[src/core/pmc_consts.svh]
// Constants for the power management configuration register bank
// How it works
// - Index at base, data at base plus one
// - Index resets zero, upper five bits zero
// - Data port reaches register selected by index
// - Function enable A gates device activation
// - Enable A bits: kbd, rtc, floppy, lpt, uarts
// - Enable B bits 0-2 gate chip selects
// - Enable B bit 7 gates GPIO ports
// - Float bit ORed with device float bit
// - Float bits: floppy, lpt, uart2, uart1
// - Clock control loaded from the two straps after reset
// - Clock control low bits select clock source
// - Clock control bit 2 enables multiplier
// - Clock control bit 7 reads multiplier valid
// - Multiplier frozen and invalid until stable
// - Clock gate bits ANDed with device bits
`ifndef PMC_CONSTS_SVH
`define PMC_CONSTS_SVH
`define PMC_PORT_INDEX      1'b0
`define PMC_PORT_DATA       1'b1
`define PMC_IDX_FEN_A       3'h0
`define PMC_IDX_FEN_B       3'h1
`define PMC_IDX_FLOAT       3'h2
`define PMC_IDX_CLK         3'h3
`define PMC_IDX_GATE        3'h4
`define PMC_RST_INDEX       3'h0
`define PMC_RST_FEN_A       8'hFF
`define PMC_RST_FEN_B       8'hFF
`define PMC_RST_FLOAT       8'h00
`define PMC_RST_GATE        8'h0E
`define PMC_MASK_FEN_A      8'h7D
`define PMC_MASK_FEN_B      8'h87
`define PMC_MASK_FLOAT      8'h78
`define PMC_MASK_CLK_WR     8'h07
`define PMC_MASK_GATE_WR    8'h0E
`define PMC_CLK_SRC_MULT    2'h3
`define PMC_BASE_LSB_ZERO   1'b0
`define PMC_FEN_B_GPIO      7
`define PMC_CLK_EN_BIT      2
`define PMC_FEN_A_POS       '{0, 2, 3, 4, 5, 6}
`define PMC_FLOAT_POS       '{0, 0, 3, 4, 5, 6}
`define PMC_FLOAT_HAS       6'h3C
`define PMC_GATE_POS        '{0, 0, 0, 1, 2, 3}
`define PMC_GATE_HAS        6'h38
`endif

[src/core/pmc_pkg.sv]
// Types for the power management configuration register bank
package pmc_pkg;
	// Per-device enable, float or clock vectors for peripherals
	typedef struct packed {
		logic uart1;
		logic uart2;
		logic lpt;
		logic floppy;
		logic rtc;
		logic keyboard;
	} pmc_dev_t;
	// Host bus access to the index/data port pair
	typedef struct packed {
		logic [15:0] addr;
		logic        rd;
		logic        wr;
		logic [7:0]  wdata;
	} pmc_bus_t;
	// Stages of the multiplier start-up tracking
	typedef enum logic [1:0] {
		PMC_MULT_OFF,
		PMC_MULT_WAIT,
		PMC_MULT_RUN
	} pmc_mult_t;
endpackage

[src/core/pmc_regs.sv]
// Power management index/data register bank with device gating outputs
`include "pmc_consts.svh"
module pmc_regs #(
	parameter int STABLE_CYCLES = 300000 // Multiplier stabilisation, 1.5 ms at 200 MHz
) (
	input  wire logic               clock_in,
	input  wire logic               nrst_in,
	input  wire pmc_pkg::pmc_bus_t  bus_in,
	input  wire logic [15:0]        base_addr_in,
	input  wire logic               strap_clock_a_in,
	input  wire logic               strap_clock_b_in,
	input  wire logic               osc_running_in,
	input  wire pmc_pkg::pmc_dev_t  dev_activate_in,
	input  wire logic               gpio_activate_in,
	input  wire logic [2:0]         chip_select_match_in,
	input  wire pmc_pkg::pmc_dev_t  dev_float_cfg_in,
	input  wire pmc_pkg::pmc_dev_t  dev_clock_cfg_in,
	input  wire logic [1:0]         uart_busy_in,
	output logic [7:0]              rdata_out,
	output pmc_pkg::pmc_dev_t       dev_active_out,
	output logic                    gpio_active_out,
	output logic [2:0]              chip_select_out,
	output pmc_pkg::pmc_dev_t       dev_float_out,
	output pmc_pkg::pmc_dev_t       dev_clock_out,
	output logic [1:0]              clock_source_out,
	output logic                    mult_enable_out,
	output logic                    mult_clock_run_out
);
	import pmc_pkg::*;

	// Theory of operation
	// The host reaches this bank through two byte ports. The even port holds
	// a three bit pointer, the odd port reads or writes the register that the
	// pointer selects. An odd base address disables the decode entirely, so
	// a misprogrammed base can never alias the pair onto a foreign register.
	//
	// Writes land on the clock edge that sees the write strobe. Reads are
	// captured into the read data flop on the edge that sees the read strobe
	// and stand there until the next read of this port pair, so a host that
	// samples late still sees its own data.
	//
	// Reserved bits are masked on the way in, never on the way out. The
	// stored copy is therefore always clean and every consumer of a stored
	// bit may use it directly without a second mask.
	//
	// The clock control register resets to zero. Its source and
	// multiplier enable bits are loaded from the two straps on the first
	// edge after reset release. Until that edge the bank still answers, but
	// the first host access is only expected one edge later.
	//
	// The multiplier tracker starts on a rising edge of the enable bit,
	// including the one produced by the strap load. It counts only while
	// the slow oscillator runs, so a stopped oscillator simply stretches
	// the wait. Clearing the enable drops the valid flag on the next edge.
	// The counter restarts from zero on every new enable, never resumes.
	//
	// Every output toward the peripherals is a registered level, one clock
	// behind the register or input that feeds it. Enables gate by AND, the
	// float bits combine by OR with each device's own float request.
	//
	// Limitation: the busy flags in the clock gate register are shown live
	// from the inputs; they are not latched and may change between reads.
	// Limitation: a write of the reserved source code is stored as written;
	// the clock switch downstream must treat it as the external 24 MHz input.

	localparam int             DEV_N = $bits(pmc_dev_t);
	localparam int             FEN_POS   [DEV_N] = `PMC_FEN_A_POS;
	localparam int             FLOAT_POS [DEV_N] = `PMC_FLOAT_POS;
	localparam int             GATE_POS  [DEV_N] = `PMC_GATE_POS;
	localparam logic [DEV_N-1:0] FLOAT_HAS = `PMC_FLOAT_HAS;
	localparam logic [DEV_N-1:0] GATE_HAS  = `PMC_GATE_HAS;

	localparam int CNT_W = $clog2(STABLE_CYCLES + 1);

	initial begin
		if (STABLE_CYCLES < 1)
			$error("STABLE_CYCLES must be at least one");
	end

	logic [2:0]  index;
	logic [7:0]  fen_a;
	logic [7:0]  fen_b;
	logic [7:0]  float_ctl;
	logic [2:0]  clk_ctl;
	logic [7:0]  gate_ctl;
	logic        strap_taken;
	logic        mult_valid;
	logic        mult_en_q;
	pmc_mult_t   mult_state;
	logic [CNT_W-1:0] mult_cnt;
	logic        hit;
	logic        wr_index;
	logic        wr_data;
	logic [7:0]  next_rdata;
	pmc_dev_t    next_active;
	pmc_dev_t    next_float;
	pmc_dev_t    next_clock;

	// Port decode: index at base, data at base plus one
	assign hit      = (bus_in.addr[15:1] == base_addr_in[15:1]) && (base_addr_in[0] == `PMC_BASE_LSB_ZERO);
	assign wr_index = hit && bus_in.wr && (bus_in.addr[0] == `PMC_PORT_INDEX);
	assign wr_data  = hit && bus_in.wr && (bus_in.addr[0] == `PMC_PORT_DATA);

	// Index register, only three bits stored
	always_ff @(posedge clock_in or negedge nrst_in) begin
		if (!nrst_in)
			index <= `PMC_RST_INDEX;
		else if (wr_index)
			index <= bus_in.wdata[2:0];
	end

	// Function enable A, reserved bits stay zero
	always_ff @(posedge clock_in or negedge nrst_in) begin
		if (!nrst_in)
			fen_a <= `PMC_RST_FEN_A & `PMC_MASK_FEN_A;
		else if (wr_data && index == `PMC_IDX_FEN_A)
			fen_a <= bus_in.wdata & `PMC_MASK_FEN_A;
	end

	// Function enable B, reserved bits stay zero
	always_ff @(posedge clock_in or negedge nrst_in) begin
		if (!nrst_in)
			fen_b <= `PMC_RST_FEN_B & `PMC_MASK_FEN_B;
		else if (wr_data && index == `PMC_IDX_FEN_B)
			fen_b <= bus_in.wdata & `PMC_MASK_FEN_B;
	end

	// Float control register
	always_ff @(posedge clock_in or negedge nrst_in) begin
		if (!nrst_in)
			float_ctl <= `PMC_RST_FLOAT;
		else if (wr_data && index == `PMC_IDX_FLOAT)
			float_ctl <= bus_in.wdata & `PMC_MASK_FLOAT;
	end

	// Clock gate register, busy bits are never stored
	always_ff @(posedge clock_in or negedge nrst_in) begin
		if (!nrst_in)
			gate_ctl <= `PMC_RST_GATE;
		else if (wr_data && index == `PMC_IDX_GATE)
			gate_ctl <= bus_in.wdata & `PMC_MASK_GATE_WR;
	end

	// Clock control: straps loaded on first edge after reset release
	always_ff @(posedge clock_in or negedge nrst_in) begin
		if (!nrst_in) begin
			clk_ctl     <= 3'h0;
			strap_taken <= 1'b0;
		end else if (!strap_taken) begin
			strap_taken <= 1'b1;
			clk_ctl[1:0] <= {strap_clock_b_in, strap_clock_a_in};
			clk_ctl[2]   <= strap_clock_a_in & strap_clock_b_in;
		end else if (wr_data && index == `PMC_IDX_CLK) begin
			clk_ctl <= 3'(bus_in.wdata & `PMC_MASK_CLK_WR);
		end
	end

	// Multiplier start-up: frozen and invalid until stable period ends
	always_ff @(posedge clock_in or negedge nrst_in) begin
		if (!nrst_in) begin
			mult_state <= PMC_MULT_OFF;
			mult_cnt   <= '0;
			mult_valid <= 1'b0;
			mult_en_q  <= 1'b0;
		end else begin
			mult_en_q <= clk_ctl[2];
			case (mult_state)
				PMC_MULT_OFF: begin
					mult_valid <= 1'b0;
					mult_cnt   <= '0;
					if (clk_ctl[2] && !mult_en_q)
						mult_state <= PMC_MULT_WAIT;
				end
				PMC_MULT_WAIT: begin
					if (!clk_ctl[2]) begin
						mult_state <= PMC_MULT_OFF;
					end else if (osc_running_in) begin
						if (mult_cnt == CNT_W'(STABLE_CYCLES - 1)) begin
							mult_state <= PMC_MULT_RUN;
							mult_valid <= 1'b1;
						end else begin
							mult_cnt <= mult_cnt + 1'b1;
						end
					end
				end
				PMC_MULT_RUN: begin
					if (!clk_ctl[2]) begin
						mult_state <= PMC_MULT_OFF;
						mult_valid <= 1'b0;
					end
				end
				default: mult_state <= PMC_MULT_OFF;
			endcase
		end
	end

	// Read mux for the index and data ports
	always_comb begin
		next_rdata = 8'h00;
		if (bus_in.addr[0] == `PMC_PORT_INDEX)
			next_rdata = {5'h00, index};
		else begin
			case (index)
				`PMC_IDX_FEN_A: next_rdata = fen_a;
				`PMC_IDX_FEN_B: next_rdata = fen_b;
				`PMC_IDX_FLOAT: next_rdata = float_ctl;
				`PMC_IDX_CLK:   next_rdata = {mult_valid, 4'h0, clk_ctl};
				`PMC_IDX_GATE:  next_rdata = {uart_busy_in[0], uart_busy_in[1], gate_ctl[5:0]};
				default:        next_rdata = 8'h00;
			endcase
		end
	end

	// Registered read data, held when not addressed
	always_ff @(posedge clock_in or negedge nrst_in) begin
		if (!nrst_in)
			rdata_out <= 8'h00;
		else if (hit && bus_in.rd)
			rdata_out <= next_rdata;
	end

	// Per-device next values, one slice per peripheral
	for (genvar g = 0; g < DEV_N; g++) begin : g_dev
		// A cleared enable bit overrides the device's own activate bit
		assign next_active[g] = fen_a[FEN_POS[g]] & dev_activate_in[g];
		if (FLOAT_HAS[g]) begin : g_flt
			assign next_float[g] = float_ctl[FLOAT_POS[g]] | dev_float_cfg_in[g];
		end else begin : g_flt_own
			assign next_float[g] = dev_float_cfg_in[g];
		end
		if (GATE_HAS[g]) begin : g_gate
			assign next_clock[g] = gate_ctl[GATE_POS[g]] & dev_clock_cfg_in[g];
		end else begin : g_gate_own
			assign next_clock[g] = dev_clock_cfg_in[g];
		end
	end

	// Activation outputs: devices, GPIO ports and chip selects
	always_ff @(posedge clock_in or negedge nrst_in) begin
		if (!nrst_in) begin
			dev_active_out  <= '0;
			gpio_active_out <= 1'b0;
			chip_select_out <= 3'h0;
		end else begin
			dev_active_out  <= next_active;
			gpio_active_out <= fen_b[`PMC_FEN_B_GPIO] & gpio_activate_in;
			chip_select_out <= fen_b[2:0] & chip_select_match_in;
		end
	end

	// Float requests toward the device pins
	always_ff @(posedge clock_in or negedge nrst_in) begin
		if (!nrst_in)
			dev_float_out <= '0;
		else
			dev_float_out <= next_float;
	end

	// Device clock gates
	always_ff @(posedge clock_in or negedge nrst_in) begin
		if (!nrst_in)
			dev_clock_out <= '0;
		else
			dev_clock_out <= next_clock;
	end

	// Clock source, multiplier enable and multiplier run toward the clock switch
	always_ff @(posedge clock_in or negedge nrst_in) begin
		if (!nrst_in) begin
			clock_source_out   <= 2'h0;
			mult_enable_out    <= 1'b0;
			mult_clock_run_out <= 1'b0;
		end else begin
			clock_source_out   <= clk_ctl[1:0];
			mult_enable_out    <= clk_ctl[`PMC_CLK_EN_BIT];
			mult_clock_run_out <= mult_valid;
		end
	end

endmodule // pmc_regs

[config.mk]
export PLATFORM = sky130hd
export DESIGN_NAME = pmc_regs
export DESIGN_NICKNAME = d
export VERILOG_FILES = /design/src/core/pmc_pkg.sv /design/src/core/pmc_regs.sv
export VERILOG_INCLUDE_DIRS = /design/src /design/src/core
export SDC_FILE = /design/constraint.sdc
export NUM_CORES = 1
export LEC_CHECK = 0
export BUFFER_PORTS_ARGS = -buffer_cell sky130_fd_sc_hd__buf_2
export CORE_MARGIN = 2
export CORE_UTILIZATION = 54
export CTS_BUF_LIST = sky130_fd_sc_hd__clkbuf_8
export DETAILED_ROUTE_END_ITERATION = 10
export PLACE_DENSITY = 0.9
export SYNTH_ARGS = -nofsm -noshare
export SYNTH_HDL_FRONTEND = slang
export SYNTH_SLANG_ARGS = --single-unit
[constraint.sdc]
create_clock -name clock_in -period 3.04 [get_ports clock_in]
set_clock_uncertainty 0.2 [all_clocks]
set_input_delay 0.152 -clock clock_in [delete_from_list [all_inputs] [get_ports clock_in]]
set_output_delay 0.152 -clock clock_in [all_outputs]
set_load 0.02 [all_outputs]
# Word level (Yosys, flattened, before mapping)
# Index checks and enable logic that the tools add are counted.
op_classes:
  n_div: 0
  eq_ne: 17
  order_cmp: 0
  bitwise_logic: 18
  n_addsub: 1
  reduce_logical: 19
  n_mul: 0
  n_shift: 0
  mux: 19
ops:
  columns: ["operator", "count"]
  rows:
  - ["2-to-1 mux 19 bit", 3]
  - ["one-hot mux 8 bit (5 select lines)", 1]
  - ["one-hot mux 19 bit (2 select lines)", 1]
  - ["adder 19 x 1 -> 19 bit, second input constant", 1]
  - ["equality test 19 bit, second input constant", 1]
  - ["equality test 15 bit", 1]
  - ["inequality test 2 bit, second input constant", 6]
  - ["bitwise AND 1 bit", 11]
  - ["logical AND 1 bit", 11]
  - ["2-to-1 mux 2 bit", 5]
  - ["2-to-1 mux 8 bit", 1]
  - ["AND reduction 4 bit", 2]
  - ["equality test 3 x 2 -> 1 bit, second input constant", 2]
  - ["2-to-1 mux 3 bit", 2]
  - ["inequality test 3 bit, second input constant", 2]
  - ["one-hot mux 2 bit (3 select lines)", 1]
  - ["AND reduction 5 bit", 1]
  - ["2-to-1 mux 1 bit", 4]
  - ["bitwise OR 1 bit", 4]
  - ["bitwise AND 3 bit", 1]
  - ["equality test 3 x 1 -> 1 bit, second input constant", 1]
  - ["equality test 3 bit, second input constant", 1]
  - ["zero test 3 bit", 1]
  - ["one-hot mux 1 bit (3 select lines)", 1]
  - ["8 further kinds", 9]
totals:
  memories: 0
  ramBits: 0
  latchBits: 0
  input_bits: 71
  out_inout_bits: 34
  regBits: 80
  rom_bits: 0

# Logic depth before layout (Yosys ltp)
logic_depth:
  depth_word: 7
  ltp_mapped: 8
  depth_no_buf: 7

# Least setup slack after synthesis
# OpenSTA, ideal clock, no wires.
synth_path:
  path_type: "register -> register"
  start: "reg mult_cnt[0]"
  end: "reg mult_cnt[18]"
  path_slack_ns: 0.859
  arrival_time_ns: 1.849
  synth_period_minus_slack_ns: 2.181
  stages_incl_launch_ff: 9
  cell_sequence: "dfrtp_1 -> ha_1 -> and3_1 -> nand4_1 -> o31ai_1 -> buf_2 -> a2111oi_0 -> xnor2_1 -> nor2_1"
synth_between:
  elab_chain_len: 5
synth_lines:
  columns: ["element", "line_no", "source"]
  rows:
  - ["start, declared", "pmc_regs.sv:90", "logic [CNT_W-1:0] mult_cnt;"]
  - ["start signal, assigned", "pmc_regs.sv:182", "mult_cnt <= mult_cnt + 1'b1;"]
  - ["adder 19 x 1 -> 19 bit", "pmc_regs.sv:182", null]
  - ["2-to-1 mux 19 bit", "pmc_regs.sv:178", "if (mult_cnt == CNT_W'(STABLE_CYCLES - 1)) begin"]
  - ["2-to-1 mux 19 bit", "pmc_regs.sv:177", "end else if (osc_running_in) begin"]
  - ["2-to-1 mux 19 bit", "pmc_regs.sv:175", "if (!clk_ctl[2]) begin"]
  - ["one-hot mux 19 bit (2 select lines)", "pmc_regs.sv:167", "case (mult_state)"]
# Several ways; a longest one is shown, not always the timed one. The select of a mux whose other input is x is not followed.
# A chain may end at the register's enable or synchronous reset.

# Worst setup path in the final report
layout_path:
  start: "reg index[2]"
  end: "reg clk_ctl[2]"
layout_between:
  elab_chain_len: 3
layout_lines:
  columns: ["element", "line_no", "source"]
  rows:
  - ["start, declared", "pmc_regs.sv:80", "logic [2:0] index;"]
  - ["start signal, assigned", "pmc_regs.sv:107", "index <= `PMC_RST_INDEX;"]
  - ["start signal, assigned", "pmc_regs.sv:109", "index <= bus_in.wdata[2:0];"]
  - ["equality test 3 x 2 -> 1 bit", null, null]
  - ["logical AND 1 bit (no source line)", null, null]
  - ["inequality test 2 x 1 -> 1 bit (no source line)", null, null]
  - ["end signal, assigned", "pmc_regs.sv:152", "clk_ctl[2] <= strap_clock_a_in & strap_clock_b_in;"]
  - ["end signal, assigned", "pmc_regs.sv:154", "clk_ctl <= 3'(bus_in.wdata & `PMC_MASK_CLK_WR);"]
  - ["end, declared", "pmc_regs.sv:84", "logic [2:0] clk_ctl;"]
# No other way between the ends.

==> results by group <==
Route
  – Top layer in use: met4
  – Met3 wire length: 606 um
  – Via density: 5.64
  – Drt wl/cell: 18.2 um
  – Initial DRC Count: 158
  – Final WL: 10,100 um
  – M1 WL: 3890 um
  – Post-route ant nets: 0
  – Vias post-DR: 3,116
  – Drt pass-1 iters: 4
  – Met2 wire length: 5260 um
  – Drc violations: 0

Finish
  – Post-Layout Cell Count: 552
  – P&R area growth vs syn: 31.7%
  – Share of layout cells above drive strength 1: 36.0%
  – ANT cells: 0
  – Final core occ: 72.3%
  – Final-stage net count: 539
  – Fin area: 0.00486 sq mm
  – Layout fillers: 422

Placed design
  – DP Wirelength: 5770 um
  – Dpl cell area: 0.00428 sq mm
  – Placed cells: 498
  – Port buffer count: 104
  – GP Congestion: 0.867

GRT
  – Vias in the first global route: 3,269
  – Initial antenna violation count: 0
  – Grt ovf: 0
  – GRT Total Usage: 28.4%
  – Global-route wire length before repair: 16,000 um
  – Largest net degree at the start of global routing: 81

Critical path
  – Slowest stage delay, CP: 590 ps
  – Critical path arrival: 2900 ps
  – Worst setup SP type: flip-flop
  – Flop2flop setup slack: 180 ps
  – CP startpoint: index[2]$_DFFE_PN0P_
  – Most common cell type on the critical path: mux2i_1
  – Critical Path Slowest Stage Cell: dfrtp_1
  – R2r startpoint: index[2]$_DFFE_PN0P_
  – Worst path required time: 3090 ps
  – CP cell instances: nor2b_1 -> nand4_1 -> mux2i_1 -> mux2i_1 -> dlygate4sd3_1
  – Crit Path Class: reg2reg
  – Crit Path Max Fanout: 12
  – RR Endpoint: clk_ctl[2]$_DFFE_PN0P_
  – Crit end category: flip-flop
  – Worst Reg2Reg Path Length in Cells: 5

Timing
  – Fmax: 0.350 GHz
  – Final critical-path required period: 2860 ps
  – Worst slew margin: 34.8%
  – Setup violators final: 0
  – Unrepaired setup endpoints after global routing: false
  – Worst slew pin tran: 978 ps
  – Final worst-path cycle share: 94.0%
  – Final Hold Fails: 0
  – TNS Setup: 0 ps
  – Slew Limit Fails: 0

Floorplan
  – Core ar.: 0.00672 sq mm
  – Die W: 86.7 um
  – Die ar.: 0.00752 sq mm
  – Die Ht: 86.7 um
  – Starting density of the core: 55.0%
  – # rows: 30
  – IO Count: 105

Synth
  – Synth Instances: 323
  – Yosys top cell area share: 45.4%
  – Post-Syn Nets: 395
  – Yosys Warn Count: 0
  – Top_reg_cell synth: dfrtp_1
  – Sequential area share after synthesis: 54.7%
  – Post-synth cell types: 50
  – Async S/R FF share, synth: 100%
  – Main area contributors after synthesis: dfrtp_1, dfstp_2, mux2_2, xnor2_1, mux2i_1
  – Post-synth EDFFs: 0
  – Syn Area/Cell: 11.4 sq um
  – #FFs+latches synth: 80
  – Synth area leader: dfrtp_1
  – Netlist Area Pre-Place: 0.00369 sq mm

Clock network
  – Cts repair resizes: 0
  – Clock sinks: 80
  – Number of CTS-inserted buffers: 9
  – Htree depth: 3
  – CTS tree: done
  – Deepest clock path buffer count: 2
  – Worst-Skew Late Latency: 350 ps
  – Root Buffer: clkbuf_8
  – Clk pin slew, worst setup/hold paths: 90 ps

Power and ir drop
  – Sequential power share: 52.4%
  – Clock power share: 37.5%
  – LEAKAGE: 2.24 nW
  – Net Switching: 0.000527 W
  – Internal: 0.00157 W
  – PD cells: 431 mW/mm^2
  – Power Total: 0.00209 W
  – Comb power frac: 10.1%
  – Maximum vdd drop: 0.290 mV
  – Sw frac: 25.2%

Job
  – Max-cap violation count: 0

Hold path
  – HP Class: in2reg
  – WHS Endpoint: rdata_out[7]$_DFFE_PN0P_
  – WHS Path Cells: 5
  – Min-delay src: uart_busy_in[0]

Outcome
  – Status: finished, final reports clean
==> worst max path at each step <==
stage	end	slack, ps	cells after the start
final	clk_ctl[2]$_DFFE_PN0P_	180	5
after global routing	clk_ctl[0]$_DFFE_PN0P_	140	5
after CTS	clk_ctl[2]$_DFFE_PN0P_	450	5
after detailed placement	mult_cnt[0]$_DFFE_PN0P_	470	6
after global placement	mult_cnt[0]$_DFFE_PN0P_	590	6
after floorplan	mult_cnt[18]$_DFFE_PN0P_	860	8
==> Yosys cell counts (4+ instances only) <==
cell,n
mux2i_1,12
mux2_2,21
xnor2_1,23
or3_1,4
nand2b_1,4
clkbuf_1,7
xor2_1,4
nand4_1,7
a21oi_1,11
dfrtp_1,67
o21ai_0,16
and2_1,15
dfstp_2,13
or2_2,6
nand2_1,28
nand3_1,13
buf_2,4
nor2_1,19
==> placed cells by master (no fill, tap or decap), types with 3 or more instances in the layout <==
master and n:
nand2_1 28, mux2_2 21, nand3_1 13, dlygate4sd3_1 38, mux2i_1 12, o21ai_0 16
or2_2 6, xnor2_1 23, o211ai_1 3, nand2b_1 4, nor2b_1 3, buf_2 103
clkbuf_8 9, nand4_1 7, inv_1 4, or3_1 4, a21boi_0 3, xor2_1 4
nor2_1 19, dfrtp_1 67, buf_4 3, a21oi_1 11, dfstp_2 13, and2_1 15
==> cells by family after synthesis <==
kind of cell | Yosys count | synth area share, %
AO/OA/AOI/OAI | 46 | 7.69
XOR/XNOR | 27 | 6.40
adder cells (fa/ha/maj) | 1 | 0.339
buffers and inverters | 14 | 1.56
flip-flops | 80 | 54.7
multiplexers | 33 | 9.66
other | 1 | 0.102
AND/OR/NAND/NOR | 121 | 19.6
==> area by class of cell <==
class	count	area, sq um	area share [%]
inverter	3	11.3	0.232
clock buffer	9	124	2.55
sequential	80	2020	41.5
multi-input combinational	229	1620	33.3
tap	80	100	2.06
timing repair buffer	144	918	18.9
clock inverter	7	72.6	1.49
==> worst max-delay path, delay by kind of cell (launching register included) <==
| kind | cells | cell delay [ps] |
|---|---|---|
| buffers and inverters | 1 | 570 |
| DFF | 1 | 590 |
| muxes | 2 | 420 |
| and+or+nand+nor | 2 | 960 |
==> sequential cells by signal, indices dropped and copies added (netlist names) <==
name and count:
dev_active_out 6, mult_enable_out 1, float_ctl 4, rdata_out 8, fen_b 4, mult_cnt 19
fen_a 6, dev_clock_out 6, mult_valid 1, dev_float_out 6, gate_ctl 3, chip_select_out 3
mult_state 2, index 3, strap_taken 1, clock_source_out 2, mult_clock_run_out 1, clk_ctl 3
gpio_active_out 1
==> routing by layer <==
metal | GRT usage (%) | vias up
met5 | 0 | -
met4 | 11.5 | 0
met3 | 7.81 | 26
met2 | 50.2 | 145
met1 | 32.3 | 1526
li1 | - | 1419
==> power by group through the flow <==
stage | Clock, W | Sequential, W | Combinational, W
floorplan | 0 | 0.00113 | 0.0000586
global placement | 0 | 0.00111 | 0.000157
detailed placement | 0 | 0.00112 | 0.000164
CTS | 0.000787 | 0.00110 | 0.000204
global route | 0.000848 | 0.00110 | 0.000230
finish | 0.000785 | 0.00110 | 0.000212
==> stage by stage <==
stage | hold WS [ps] | setup slack [ps]
finish | 88.4 | 184
global route | 127 | 141
CTS | 60.4 | 452
detailed placement | 61.4 | 470
global placement | 63.5 | 585
floorplan | -344 | 859
==> timing repair <==
action                                  in CTS  in global routing
hold buffers                                38                  0
setup buffers                                0                  0
endpoints found under the hold margin      117                  0
endpoints found under the setup margin       0                  0
Power figures use the tool's default switching activity.
